--- src/pkg/ladder_pkg.sv ---
package ladder_pkg;
   localparam int unsigned CLK_NS = 40;
   localparam int unsigned MS_NS = 1000000;
   localparam int unsigned MS_CYCLES = MS_NS / CLK_NS;
   localparam int unsigned FINE_STEP_MS = 10;
   localparam logic [3:0] DEC_LAST = 4'(FINE_STEP_MS - 1);
   localparam int NUM_TIMERS = 5;
   localparam int NUM_PAIRS = 7;
   localparam int TBL_WORDS = 16;
   localparam logic [13:0] CNT_TERM_ZERO = 14'h2710;
   // byte offsets
   localparam logic [7:0] A_CMD = 8'h00;
   localparam logic [7:0] A_OPA = 8'h04;
   localparam logic [7:0] A_OPB = 8'h08;
   localparam logic [7:0] A_RES = 8'h0C;
   localparam logic [7:0] A_FLAGS = 8'h10;
   localparam logic [7:0] A_TCTL = 8'h14;
   localparam logic [7:0] A_STAT = 8'h18;
   localparam logic [7:0] A_FINE_PRE = 8'h1C;
   localparam logic [7:0] A_MS_PRE = 8'h20;
   localparam logic [7:0] A_CCTL = 8'h24;
   localparam logic [7:0] A_CNT_PRE = 8'h28;
   localparam logic [7:0] A_CNT_PV = 8'h2C;
   localparam logic [7:0] A_SHIFT = 8'h30;
   localparam logic [1:0] TBL_PAGE = 2'h1;
   // fields
   localparam int F_ER = 0;
   localparam int F_CY = 1;
   localparam int F_LT = 2;
   localparam int F_EQ = 3;
   localparam int F_GT = 4;
   localparam int FLAG_LSB = 11;
   localparam int C_A = 8;
   localparam int C_B = 9;
   localparam int C_C = 10;
   localparam int RD_ONE_LSB = 8;
   localparam int RD_TWO_LSB = 12;
   localparam int ST_KEEP = 8;
   localparam int ST_CNT = 9;
   localparam int CC_START = 0;
   localparam int CC_RESET = 1;
   localparam logic [1:0] RD_SEC = 2'h0;
   localparam logic [1:0] RD_TENTH = 2'h1;
   // command codes
   localparam logic [7:0] OP_END = 8'h01;
   localparam logic [7:0] OP_KEEP = 8'h0C;
   localparam logic [7:0] OP_DRUM = 8'h17;
   localparam logic [7:0] OP_MOV = 8'h1E;
   localparam logic [7:0] OP_MVN = 8'h1F;
   localparam logic [7:0] OP_CMP = 8'h20;
   localparam logic [7:0] OP_SFT = 8'h21;
   localparam logic [7:0] OP_BCMP = 8'h22;
   localparam logic [7:0] OP_ADD = 8'h28;
   localparam logic [7:0] OP_SUB = 8'h29;
   localparam logic [7:0] OP_AND = 8'h2A;
   localparam logic [7:0] OP_OR = 8'h2B;
   localparam logic [7:0] OP_CLC = 8'h2C;

   function automatic logic bcd_ok(input logic [15:0] v);
      logic ok;
      ok = 1'b1;
      for (int i = 0; i < 4; i++) begin
         if (v[4*i +: 4] > 4'h9) ok = 1'b0;
      end
      return ok;
   endfunction

   function automatic logic [16:0] bcd_add(input logic [15:0] a,
                                           input logic [15:0] b,
                                           input logic cin);
      logic [4:0] s;
      logic c;
      logic [15:0] r;
      c = cin;
      r = 16'h0000;
      for (int i = 0; i < 4; i++) begin
         s = {1'b0, a[4*i +: 4]} + {1'b0, b[4*i +: 4]} + {4'h0, c};
         c = (s > 5'h09);
         if (c) s = s + 5'h06;
         r[4*i +: 4] = s[3:0];
      end
      return {c, r};
   endfunction

   function automatic logic [16:0] bcd_sub(input logic [15:0] a,
                                           input logic [15:0] b,
                                           input logic bin);
      logic [4:0] t;
      logic c;
      logic [15:0] r;
      c = bin;
      r = 16'h0000;
      for (int i = 0; i < 4; i++) begin
         t = {1'b0, a[4*i +: 4]} + 5'h0A - {1'b0, b[4*i +: 4]} - {4'h0, c};
         c = (t < 5'h0A);
         if (!c) t = t - 5'h0A;
         r[4*i +: 4] = t[3:0];
      end
      return {c, r};
   endfunction

   function automatic logic [13:0] bcd2bin(input logic [15:0] v);
      return 14'(v[15:12]) * 14'h03E8 + 14'(v[11:8]) * 14'h0064
           + 14'(v[7:4]) * 14'h000A + 14'(v[3:0]);
   endfunction
endpackage

--- src/core/ladder_special_arith_exec.sv ---
`timescale 1ns/1ps
`default_nettype none
module ladder_special_arith_exec #(
   parameter int unsigned MS_CYCLES = ladder_pkg::MS_CYCLES
) (
   input wire logic ref_clk,
   input wire logic rst_n,
   input wire logic hsel,
   input wire logic [31:0] haddr,
   input wire logic [1:0] htrans,
   input wire logic hwrite,
   input wire logic [2:0] hsize,
   input wire logic [31:0] hwdata,
   input wire logic hready,
   output logic [31:0] hrdata,
   output logic hreadyout,
   output logic hresp,
   input wire logic count_pulse,
   input wire logic [7:0] panel_adj_a,
   input wire logic [7:0] panel_adj_b,
   input wire logic [7:0] panel_adj_c,
   output logic keep_bit,
   output logic count_done,
   output logic [4:0] timer_done
);
   // ************************************************************
   // bus slave
   // ************************************************************
   logic [7:0] addr_q;
   logic wr_q, rd_q, hready_q;
   logic [31:0] hrdata_q;
   logic [31:0] rd_mux;
   wire take = hsel & hready & htrans[1];

   // reads take one wait state so a write just before is seen
   always_ff @(posedge ref_clk or negedge rst_n) begin
      if (!rst_n) begin
         addr_q <= 8'h00;
         wr_q <= 1'b0;
         rd_q <= 1'b0;
         hready_q <= 1'b1;
         hrdata_q <= 32'h0000_0000;
      end else begin
         if (take) addr_q <= haddr[7:0];
         wr_q <= take & hwrite;
         rd_q <= take & ~hwrite;
         hready_q <= ~(take & ~hwrite);
         if (rd_q) hrdata_q <= rd_mux;
      end
   end
   assign hrdata = hrdata_q;
   assign hreadyout = hready_q;
   assign hresp = 1'b0;

   wire [15:0] wdata = hwdata[15:0];
   wire we_cmd = wr_q && addr_q == ladder_pkg::A_CMD;
   wire we_opa = wr_q && addr_q == ladder_pkg::A_OPA;
   wire we_opb = wr_q && addr_q == ladder_pkg::A_OPB;
   wire we_flags = wr_q && addr_q == ladder_pkg::A_FLAGS;
   wire we_tctl = wr_q && addr_q == ladder_pkg::A_TCTL;
   wire we_fine = wr_q && addr_q == ladder_pkg::A_FINE_PRE;
   wire we_ms = wr_q && addr_q == ladder_pkg::A_MS_PRE;
   wire we_cctl = wr_q && addr_q == ladder_pkg::A_CCTL;
   wire we_cpre = wr_q && addr_q == ladder_pkg::A_CNT_PRE;
   wire we_tbl = wr_q && addr_q[7:6] == ladder_pkg::TBL_PAGE;
   wire [3:0] tbl_idx = addr_q[5:2];

   // ************************************************************
   // software registers
   // ************************************************************
   logic [15:0] opa_q, opb_q, tctl_q, fine_pre_q, ms_pre_q, cctl_q;
   logic [15:0] cnt_pre_q;
   logic [15:0] tbl_q [ladder_pkg::TBL_WORDS];

   always_ff @(posedge ref_clk or negedge rst_n) begin
      if (!rst_n) begin
         opa_q <= 16'h0000;
         opb_q <= 16'h0000;
         tctl_q <= 16'h0000;
         fine_pre_q <= 16'h0000;
         ms_pre_q <= 16'h0000;
         cctl_q <= 16'h0000;
         cnt_pre_q <= 16'h0000;
         for (int i = 0; i < ladder_pkg::TBL_WORDS; i++) begin
            tbl_q[i] <= 16'h0000;
         end
      end else begin
         if (we_opa) opa_q <= wdata;
         if (we_opb) opb_q <= wdata;
         if (we_tctl) tctl_q <= wdata;
         if (we_fine) fine_pre_q <= wdata;
         if (we_ms) ms_pre_q <= wdata;
         if (we_cctl) cctl_q <= wdata;
         if (we_cpre) cnt_pre_q <= wdata;
         if (we_tbl) tbl_q[tbl_idx] <= wdata;
      end
   end

   // ************************************************************
   // time bases
   // ************************************************************
   logic [15:0] ms_cnt_q;
   logic [3:0] d10_q, d100_q, d1s_q;
   wire tick_ms = ms_cnt_q == 16'(MS_CYCLES - 1);
   wire tick_10 = tick_ms && d10_q == ladder_pkg::DEC_LAST;
   wire tick_100 = tick_10 && d100_q == ladder_pkg::DEC_LAST;
   wire tick_1s = tick_100 && d1s_q == ladder_pkg::DEC_LAST;

   always_ff @(posedge ref_clk or negedge rst_n) begin
      if (!rst_n) begin
         ms_cnt_q <= 16'h0000;
         d10_q <= 4'h0;
         d100_q <= 4'h0;
         d1s_q <= 4'h0;
      end else begin
         ms_cnt_q <= tick_ms ? 16'h0000 : ms_cnt_q + 16'h0001;
         if (tick_ms) d10_q <= tick_10 ? 4'h0 : d10_q + 4'h1;
         if (tick_10) d100_q <= tick_100 ? 4'h0 : d100_q + 4'h1;
         if (tick_100) d1s_q <= tick_1s ? 4'h0 : d1s_q + 4'h1;
      end
   end

   // ************************************************************
   // decrementing timers
   // ************************************************************
   wire [1:0] rd_one = tctl_q[ladder_pkg::RD_ONE_LSB +: 2];
   wire [1:0] rd_two = tctl_q[ladder_pkg::RD_TWO_LSB +: 2];
   // unknown range codes fall to the finest step
   wire tick_one = rd_one == ladder_pkg::RD_SEC ? tick_1s :
                   rd_one == ladder_pkg::RD_TENTH ? tick_100 : tick_10;
   wire tick_two = rd_two == ladder_pkg::RD_SEC ? tick_1s :
                   rd_two == ladder_pkg::RD_TENTH ? tick_100 : tick_10;
   wire [4:0][13:0] tpre;
   wire [4:0] ttick;
   assign tpre[0] = ladder_pkg::bcd2bin(fine_pre_q);
   assign ttick[0] = tick_10;
   assign tpre[1] = ladder_pkg::bcd2bin(ms_pre_q);
   assign ttick[1] = tick_ms;
   assign tpre[2] = {6'h00, panel_adj_a};
   assign ttick[2] = tick_100;
   assign tpre[3] = {6'h00, panel_adj_b};
   assign ttick[3] = tick_one;
   assign tpre[4] = {6'h00, panel_adj_c};
   assign ttick[4] = tick_two;

   logic [13:0] tcnt_q [ladder_pkg::NUM_TIMERS];
   logic [4:0] ten_prev_q, tdone_q;
   wire [4:0] ten = tctl_q[4:0];

   for (genvar i = 0; i < ladder_pkg::NUM_TIMERS; i++) begin : g_tim
      // preset is taken at the start edge; later changes wait for a restart
      always_ff @(posedge ref_clk or negedge rst_n) begin
         if (!rst_n) begin
            tcnt_q[i] <= 14'h0000;
            ten_prev_q[i] <= 1'b0;
            tdone_q[i] <= 1'b0;
         end else begin
            ten_prev_q[i] <= ten[i];
            if (!ten[i]) begin
               tcnt_q[i] <= 14'h0000;
               tdone_q[i] <= 1'b0;
            end else if (!ten_prev_q[i]) begin
               tcnt_q[i] <= tpre[i];
               tdone_q[i] <= tpre[i] == 14'h0000;
            end else if (ttick[i] && tcnt_q[i] != 14'h0000) begin
               tcnt_q[i] <= tcnt_q[i] - 14'h0001;
               if (tcnt_q[i] == 14'h0001) tdone_q[i] <= 1'b1;
            end
         end
      end
      a_timer_done: assert property (@(posedge ref_clk) disable iff (!rst_n)
         ten[i] && ten_prev_q[i] && ttick[i] && tcnt_q[i] == 14'h0001
         |=> tdone_q[i] && tcnt_q[i] == 14'h0000)
         else $error("timer did not complete at zero");
   end
   assign timer_done = tdone_q;

   // ************************************************************
   // fast pulse counter
   // ************************************************************
   logic [13:0] pv_q;
   logic cp_prev_q, cnt_done_q;
   wire cnt_start = cctl_q[ladder_pkg::CC_START];
   wire cnt_reset = cctl_q[ladder_pkg::CC_RESET];
   wire cp_rise = count_pulse & ~cp_prev_q;
   wire pre_ok = ladder_pkg::bcd_ok(cnt_pre_q);
   wire [13:0] cnt_term = cnt_pre_q == 16'h0000 ? ladder_pkg::CNT_TERM_ZERO
                          : ladder_pkg::bcd2bin(cnt_pre_q);
   wire cnt_step = cp_rise & cnt_start & ~cnt_reset;
   wire cnt_hit = cnt_step & pre_ok & (pv_q + 14'h0001 == cnt_term);
   wire cnt_bad = cnt_step & ~pre_ok;
   logic [7:0] op;
   logic exec_stb, end_stb;
   assign op = hwdata[7:0];
   assign exec_stb = we_cmd;
   assign end_stb = exec_stb && op == ladder_pkg::OP_END;

   // a scan ends with the end command; done spans up to that boundary
   always_ff @(posedge ref_clk or negedge rst_n) begin
      if (!rst_n) begin
         pv_q <= 14'h0000;
         cp_prev_q <= 1'b0;
         cnt_done_q <= 1'b0;
      end else begin
         cp_prev_q <= count_pulse;
         if (cnt_reset || cnt_hit) pv_q <= 14'h0000;
         else if (cnt_step && pre_ok) pv_q <= pv_q + 14'h0001;
         if (cnt_hit) cnt_done_q <= 1'b1;
         else if (end_stb) cnt_done_q <= 1'b0;
      end
   end
   assign count_done = cnt_done_q;

   a_cnt_wrap: assert property (@(posedge ref_clk) disable iff (!rst_n)
      cnt_hit |=> pv_q == 14'h0000 && cnt_done_q)
      else $error("counter did not wrap with done");
   a_cnt_held: assert property (@(posedge ref_clk) disable iff (!rst_n)
      cnt_reset && !cnt_hit |=> pv_q == 14'h0000)
      else $error("counter moved while reset");

   // ************************************************************
   // range tables
   // ************************************************************
   wire [13:0] drum_size = ladder_pkg::bcd2bin(tbl_q[0]);
   wire [3:0] blk_n = tbl_q[0][3:0];
   wire [15:0] drum_hit, blk_hit;
   assign drum_hit[15:ladder_pkg::NUM_PAIRS] = '0;
   assign blk_hit[15:ladder_pkg::NUM_PAIRS] = '0;
   for (genvar i = 0; i < ladder_pkg::NUM_PAIRS; i++) begin : g_rng
      wire in_r = opa_q >= tbl_q[2*i+1] && opa_q <= tbl_q[2*i+2];
      assign drum_hit[i] = in_r && 14'(i) < drum_size;
      assign blk_hit[i] = in_r && 4'(i) <= blk_n;
   end
   wire drum_bad = !ladder_pkg::bcd_ok(tbl_q[0])
                   || drum_size > 14'(ladder_pkg::NUM_PAIRS);
   wire blk_bad = blk_n > 4'(ladder_pkg::NUM_PAIRS - 1);

   // ************************************************************
   // instruction execution
   // ************************************************************
   logic [15:0] res_q, res_d, shift_q, shift_d;
   logic [4:0] flags_q, flags_d;
   logic sp_q, sp_d, keep_q, keep_d;
   wire ca = hwdata[ladder_pkg::C_A];
   wire cb = hwdata[ladder_pkg::C_B];
   wire cc = hwdata[ladder_pkg::C_C];
   wire free_op = op == ladder_pkg::OP_END || op == ladder_pkg::OP_KEEP
                  || op == ladder_pkg::OP_CLC;
   wire skip = flags_q[ladder_pkg::F_ER] && !free_op;
   wire ops_bcd = ladder_pkg::bcd_ok(opa_q) && ladder_pkg::bcd_ok(opb_q);
   wire [16:0] add_w = ladder_pkg::bcd_add(opa_q, opb_q,
                                           flags_q[ladder_pkg::F_CY]);
   wire [16:0] sub_w = ladder_pkg::bcd_sub(opa_q, opb_q,
                                           flags_q[ladder_pkg::F_CY]);

   always_comb begin
      res_d = res_q;
      flags_d = flags_q;
      shift_d = shift_q;
      sp_d = sp_q;
      keep_d = keep_q;
      if (exec_stb && !skip) begin
         unique case (op)
            ladder_pkg::OP_END: flags_d = 5'h00;
            ladder_pkg::OP_KEEP: begin
               if (cb) keep_d = 1'b0;
               else if (ca) keep_d = 1'b1;
            end
            ladder_pkg::OP_DRUM: begin
               if (drum_bad) flags_d[ladder_pkg::F_ER] = 1'b1;
               else res_d = drum_hit;
            end
            ladder_pkg::OP_MOV: begin
               res_d = opa_q;
               flags_d[ladder_pkg::F_EQ] = opa_q == 16'h0000;
            end
            ladder_pkg::OP_MVN: begin
               res_d = ~opa_q;
               flags_d[ladder_pkg::F_EQ] = opa_q == 16'hFFFF;
            end
            ladder_pkg::OP_CMP: begin
               flags_d[ladder_pkg::F_LT] = opa_q < opb_q;
               flags_d[ladder_pkg::F_EQ] = opa_q == opb_q;
               flags_d[ladder_pkg::F_GT] = opa_q > opb_q;
            end
            ladder_pkg::OP_SFT: begin
               sp_d = cb;
               if (cc) shift_d = 16'h0000;
               else if (cb && !sp_q) shift_d = {shift_q[14:0], ca};
            end
            ladder_pkg::OP_BCMP: begin
               if (blk_bad) flags_d[ladder_pkg::F_ER] = 1'b1;
               else res_d = blk_hit;
            end
            ladder_pkg::OP_ADD: begin
               if (!ops_bcd) flags_d[ladder_pkg::F_ER] = 1'b1;
               else begin
                  {flags_d[ladder_pkg::F_CY], res_d} = add_w;
                  flags_d[ladder_pkg::F_EQ] = add_w[15:0] == 16'h0000;
               end
            end
            ladder_pkg::OP_SUB: begin
               if (!ops_bcd) flags_d[ladder_pkg::F_ER] = 1'b1;
               else begin
                  {flags_d[ladder_pkg::F_CY], res_d} = sub_w;
                  flags_d[ladder_pkg::F_EQ] = sub_w[15:0] == 16'h0000;
               end
            end
            ladder_pkg::OP_AND: begin
               res_d = opa_q & opb_q;
               flags_d[ladder_pkg::F_EQ] = (opa_q & opb_q) == 16'h0000;
            end
            ladder_pkg::OP_OR: begin
               res_d = opa_q | opb_q;
               flags_d[ladder_pkg::F_EQ] = (opa_q | opb_q) == 16'h0000;
            end
            ladder_pkg::OP_CLC: flags_d[ladder_pkg::F_CY] = 1'b0;
            default: ;
         endcase
      end
      if (we_flags) flags_d = wdata[ladder_pkg::FLAG_LSB +: 5];
      // a counter fault wins over a software clear in the same cycle
      if (cnt_bad) flags_d[ladder_pkg::F_ER] = 1'b1;
   end

   always_ff @(posedge ref_clk or negedge rst_n) begin
      if (!rst_n) begin
         res_q <= 16'h0000;
         shift_q <= 16'h0000;
         flags_q <= 5'h00;
         sp_q <= 1'b0;
         keep_q <= 1'b0;
      end else begin
         res_q <= res_d;
         shift_q <= shift_d;
         flags_q <= flags_d;
         sp_q <= sp_d;
         keep_q <= keep_d;
      end
   end
   assign keep_bit = keep_q;

   a_keep_reset: assert property (@(posedge ref_clk) disable iff (!rst_n)
      exec_stb && op == ladder_pkg::OP_KEEP && cb |=> !keep_q)
      else $error("latch not cleared by reset input");
   a_cmp_onehot: assert property (@(posedge ref_clk) disable iff (!rst_n)
      exec_stb && op == ladder_pkg::OP_CMP && !skip
      |=> $onehot(flags_q[4:2]))
      else $error("compare flags not one-hot");
   a_bad_bcd: assert property (@(posedge ref_clk) disable iff (!rst_n)
      exec_stb && op == ladder_pkg::OP_ADD && !skip && !ops_bcd
      |=> flags_q[ladder_pkg::F_ER] && $stable(res_q))
      else $error("bad BCD operand written");
   a_er_skip: assert property (@(posedge ref_clk) disable iff (!rst_n)
      exec_stb && flags_q[ladder_pkg::F_ER] && op == ladder_pkg::OP_MOV
      |=> $stable(res_q))
      else $error("instruction ran with error flag on");
   a_mov_eq: assert property (@(posedge ref_clk) disable iff (!rst_n)
      exec_stb && op == ladder_pkg::OP_MOV && !skip
      |=> flags_q[ladder_pkg::F_EQ] == (res_q == 16'h0000))
      else $error("equals flag wrong after copy");
   a_clc_zero: assert property (@(posedge ref_clk) disable iff (!rst_n)
      exec_stb && op == ladder_pkg::OP_CLC && !cnt_bad
      |=> !flags_q[ladder_pkg::F_CY])
      else $error("carry not cleared");
   a_read_wait: assert property (@(posedge ref_clk) disable iff (!rst_n)
      take && !hwrite |=> !hreadyout ##1 hreadyout)
      else $error("read wait state wrong");

   // ************************************************************
   // read-back
   // ************************************************************
   wire [15:0] stat_w = {6'h00, cnt_done_q, keep_q, 3'h0, tdone_q};
   assign rd_mux =
      addr_q[7:6] == ladder_pkg::TBL_PAGE ? {16'h0000, tbl_q[tbl_idx]} :
      addr_q == ladder_pkg::A_OPA ? {16'h0000, opa_q} :
      addr_q == ladder_pkg::A_OPB ? {16'h0000, opb_q} :
      addr_q == ladder_pkg::A_RES ? {16'h0000, res_q} :
      addr_q == ladder_pkg::A_FLAGS ? {16'h0000, flags_q, 11'h000} :
      addr_q == ladder_pkg::A_TCTL ? {16'h0000, tctl_q} :
      addr_q == ladder_pkg::A_STAT ? {16'h0000, stat_w} :
      addr_q == ladder_pkg::A_FINE_PRE ? {16'h0000, fine_pre_q} :
      addr_q == ladder_pkg::A_MS_PRE ? {16'h0000, ms_pre_q} :
      addr_q == ladder_pkg::A_CCTL ? {16'h0000, cctl_q} :
      addr_q == ladder_pkg::A_CNT_PRE ? {16'h0000, cnt_pre_q} :
      addr_q == ladder_pkg::A_CNT_PV ? {18'h00000, pv_q} :
      addr_q == ladder_pkg::A_SHIFT ? {16'h0000, shift_q} : 32'h0000_0000;
endmodule
`default_nettype wire

--- config.mk ---
export PLATFORM = sky130hd
export DESIGN_NAME = ladder_special_arith_exec
export DESIGN_NICKNAME = d
export VERILOG_FILES = /design/src/pkg/ladder_pkg.sv /design/src/core/ladder_special_arith_exec.sv
export SDC_FILE = /design/constraint.sdc
export NUM_CORES = 2
export LEC_CHECK = 0
export BUFFER_PORTS_ARGS = -buffer_cell sky130_fd_sc_hd__buf_2
export CAP_MARGIN = 20
export CELL_PAD_IN_SITES_DETAIL_PLACEMENT = 1
export CELL_PAD_IN_SITES_GLOBAL_PLACEMENT = 1
export CORE_AREA = 3 3 387 389
export CTS_BUF_LIST = sky130_fd_sc_hd__clkbuf_16
export DETAILED_ROUTE_END_ITERATION = 8
export DIE_AREA = 0 0 390 392
export PLACE_DENSITY = 0.48
export SETUP_SLACK_MARGIN = 0.15
export SLEW_MARGIN = 30
export SYNTH_ARGS = -nofsm -noshare
export SYNTH_HDL_FRONTEND = slang
export SYNTH_SLANG_ARGS = --single-unit
--- constraint.sdc ---
create_clock -name ref_clk -period 11.7 [get_ports ref_clk]
set_input_delay 0.585 -clock ref_clk [delete_from_list [all_inputs] [get_ports ref_clk]]
set_output_delay 0.585 -clock ref_clk [all_outputs]
set_load 0.02 [all_outputs]
==> results.md <==
* Biggest register: tbl_q
* Clk_skew at between 20 and 30 ps
* Crit-path max cell delay at 550 ps
* Slew headroom at 29.7%
* Status: finished, final reports clean
* Largest net degree at the start of global routing at around 140
* Largest registers: tbl_q x252, tcnt_q x70
* Max Fclk at roughly 0.12 GHz
* Postcts setup bufs at 0
* Post-Place Setup Slack at approximately 3000 ps
* Critical Path Sink Type: register
* Main synth FF type: dfrtp_1
* Final slew viol count at 0
* Register bit count reported by yosys at around 560
* Routed Wire Length at between 150000 and 200000 um
* Crit path time final at around 8700 ps
* FFs w/ async S/R, synth at 100%
* # rows at roughly 140
* Clk slew on worst S/H paths at roughly 60 ps
* Placed Cells at between 6000 and 7000
* CP arrival at slightly above 9000 ps
* Layout cell share with drive strength beyond 1 at 13.3%
* Clk sinks at 558
* Routability cong. at roughly 0.84
* Vias at ~33000
* Number of I/O pins at 140
* Count of filler cells inserted in the layout at approximately 17000
* Max Cap Viol at 0
* Worst-Skew Late Latency at 680 ps
* Reg2reg start: opa_q[2]
* TritonCTS clock tree: built
* Clk root buf: clkbuf_16
* Initial antenna violation count at 14
* Core area at 147000 um^2
* Worst EP required at approximately 12000 ps
* Vias in the first global route at ~35000
* Wire length per cell at between 20 and 25 um
* Power Density at ~160 nW/um^2
* Largest area contributor in the netlist: dfrtp_1
* Starting density of the core at between 20% and 30%
* Detailed Routing Iterations Pass 1 at 5
* Slack of the critical path at slightly above 3000 ps
* Final ANT Viol Nets at 0
* Reg-to-reg endpoint: flags_q[3]
* Reg2Reg Setup Slack at between 3000 and 4000 ps
* Unrepaired setup endpoints after global routing: false
* Final hold vios at 0
* H-tree Lvls at 3
* Drt first-iter violations at 1716
* GRT Util Overall at about 21%
* Num CTS Buffers at 75
* Area growth syn-to-layout at 11.8%
* Post-CTS Hold Fix Bufs at 2
* Synth Cell Area at ~42000 um^2
* Final Net Count at 5136
* Via-to-Cell Ratio at ~5.2
* Syn_area_per_cell at 9.68 um^2
* Max FFs per register at 252
* Final setup TNS at 0 ps
* Tot Pwr at slightly below 8 mW
* Post-route non-filler standard cell count at ~6400
* Post-synth EDFFs at 0
* Hold Startpoint: haddr[0]
* WHS at 150 ps
* Die width at 390 um
* Full die area at roughly 150000 um^2
* Startpoint types: register
* Worst-case reg-to-reg path depth at 34
* Clock Path Buffers at 3
* Worst hold stages at 2
* Most common cell after layout, fill and taps aside: dfrtp_1
* HPWL after DPL at approximately 120000 um
* Final setup violation count at 0
* Crit-path slowest cell: fa_1
* Critical Path Most Common Cell: fa_1
* Top post-synthesis cells by area: dfrtp_1, ha_1, mux2_2, mux4_2, inv_1
* First-pass GRT wire length at ~240000 um
* Fin crit share at approximately three quarters
* Critical path type: reg2reg
* Sequential share of the synthesized area at ~33%
* Most frequent cells in the layout: dfrtp_1, ha_1, inv_1, nand2_1, o21ai_0
* Die Ht at between 300 and 400 um
* Remaining Overflow, GRT at 0
* Worst ir drop on vdd at ~0.13 mV
* Worst Hold Class: in2reg
* PortBufs at 78
* Post-Synthesis Cells at about 4400
* DRC viols at 0
* Min-Delay Endpoint: addr_q[0]
* Leak Pwr at 22.3 nW
* Post-synthesis cell type count at 90
* Worst-path maximum fanout at 23
* Worst-margin pin slew at approximately 1100 ps
* Share of the synthesized area in the top cell type at 32.9%
* YS warnings at 0
* CTS resizes at 0
per-layer routing:
layer / part of all wire (%) / up-vias / GRT usage [%]
met1: 47 / 16998 / 28.3
li1: - / 15528 / -
met3: 3.8 / 134 / 2.90
met2: 47 / 466 / 34.5
met5: 0.036 / - / 0
met4: 1.6 / 8 / 3.73
worst max-delay path: cells and delay by family, from the launching register on:
kind / cells / cell delay (ps)
compound gates: 8 / 1670
xor+xnor: 3 / 600
fa+ha+maj: 15 / 4850
buf+inv: 5 / 780
flops: 1 / 320
mux: 1 / 150
simple gates: 2 / 160
per-stage QoR:
step,utilization (%),instance area [um^2]
2_1_floorplan,-,42400
3_3_place_gp,30.6,45000
3_5_place_dp,30.6,45000
4_1_cts,32.1,47300
5_1_grt,32.2,47300
6_report,32.2,47300
report_power, final:
part / leakage [nW] / internal [mW] / switching, mW
sequential: 6.41 / 2.09 / 0.220
combinational: 14.7 / 1.36 / 1.90
clock: 1.18 / 1.26 / 0.958
Yosys cell counts, types with 13 or more instances:
library cell and count:
o221ai_1 15, mux2_1 18, and3_1 15, ha_1 525, o21a_1 19, o21ai_0 331
inv_1 481, dfrtp_1 557, a22oi_1 28, a31oi_1 31, o22ai_1 22, o21ai_1 19
a221oi_1 25, nor3_1 71, a21o_1 68, o211a_1 19, o21bai_1 18, xnor2_1 119
buf_2 17, mux4_2 82, nand3_1 61, and2_1 22, nor2b_1 38, or3_1 21
buf_4 19, nand4_1 62, nor4_1 45, nor2_1 206, nand2_1 403, clkbuf_1 151
and3b_1 13, a21oi_1 192, nand2b_1 30, mux2_2 220, a22o_1 27, a211oi_1 35
o211ai_1 18, mux2i_1 25, fa_1 88, xor2_1 58
how the worst max path moves through the flow:
| stage | from | slack, ps | endpoint |
|---|---|---|---|
| floorplan | opa_q[1] | 3710 | flags_q[3] |
| global placement | opa_q[2] | 3190 | flags_q[3] |
| detailed placement | opa_q[2] | 3040 | flags_q[3] |
| CTS | opa_q[2] | 3030 | flags_q[3] |
| global route | opa_q[2] | 2600 | flags_q[3] |
| finish | opa_q[2] | 3020 | flags_q[3] |
logic make-up (layout without fill, tap and decap cells):
| group | count (synthesis) | in the layout | share of synthesized area [%] |
|---|---|---|---|
| mux | 345 | 345 | 11.3 |
| other cells | 1 | 23 | 0.00886 |
| flops | 558 | 558 | 33.0 |
| compound gates | 944 | 944 | 14.0 |
| fa+ha+maj | 613 | 613 | 19.7 |
| xor+xnor | 177 | 177 | 3.66 |
| buf+inv | 679 | 764 | 6.26 |
| simple gates | 1057 | 1057 | 12.1 |
cell type report:
| class | count | area [um^2] | share of cell area [%] |
|---|---|---|---|
| Multi-Input combinational cell | 3153 | 25800 | 54.6 |
| Tap cell | 1930 | 2410 | 5.10 |
| Clock buffer | 79 | 1980 | 4.18 |
| Sequential cell | 558 | 14000 | 29.5 |
| Inverter | 481 | 1810 | 3.82 |
| Antenna cell | 6 | 15.0 | 0.0317 |
| Timing Repair Buffer | 155 | 996 | 2.10 |
| Clock inverter | 49 | 295 | 0.624 |
(Power assumes the default switching activity.)
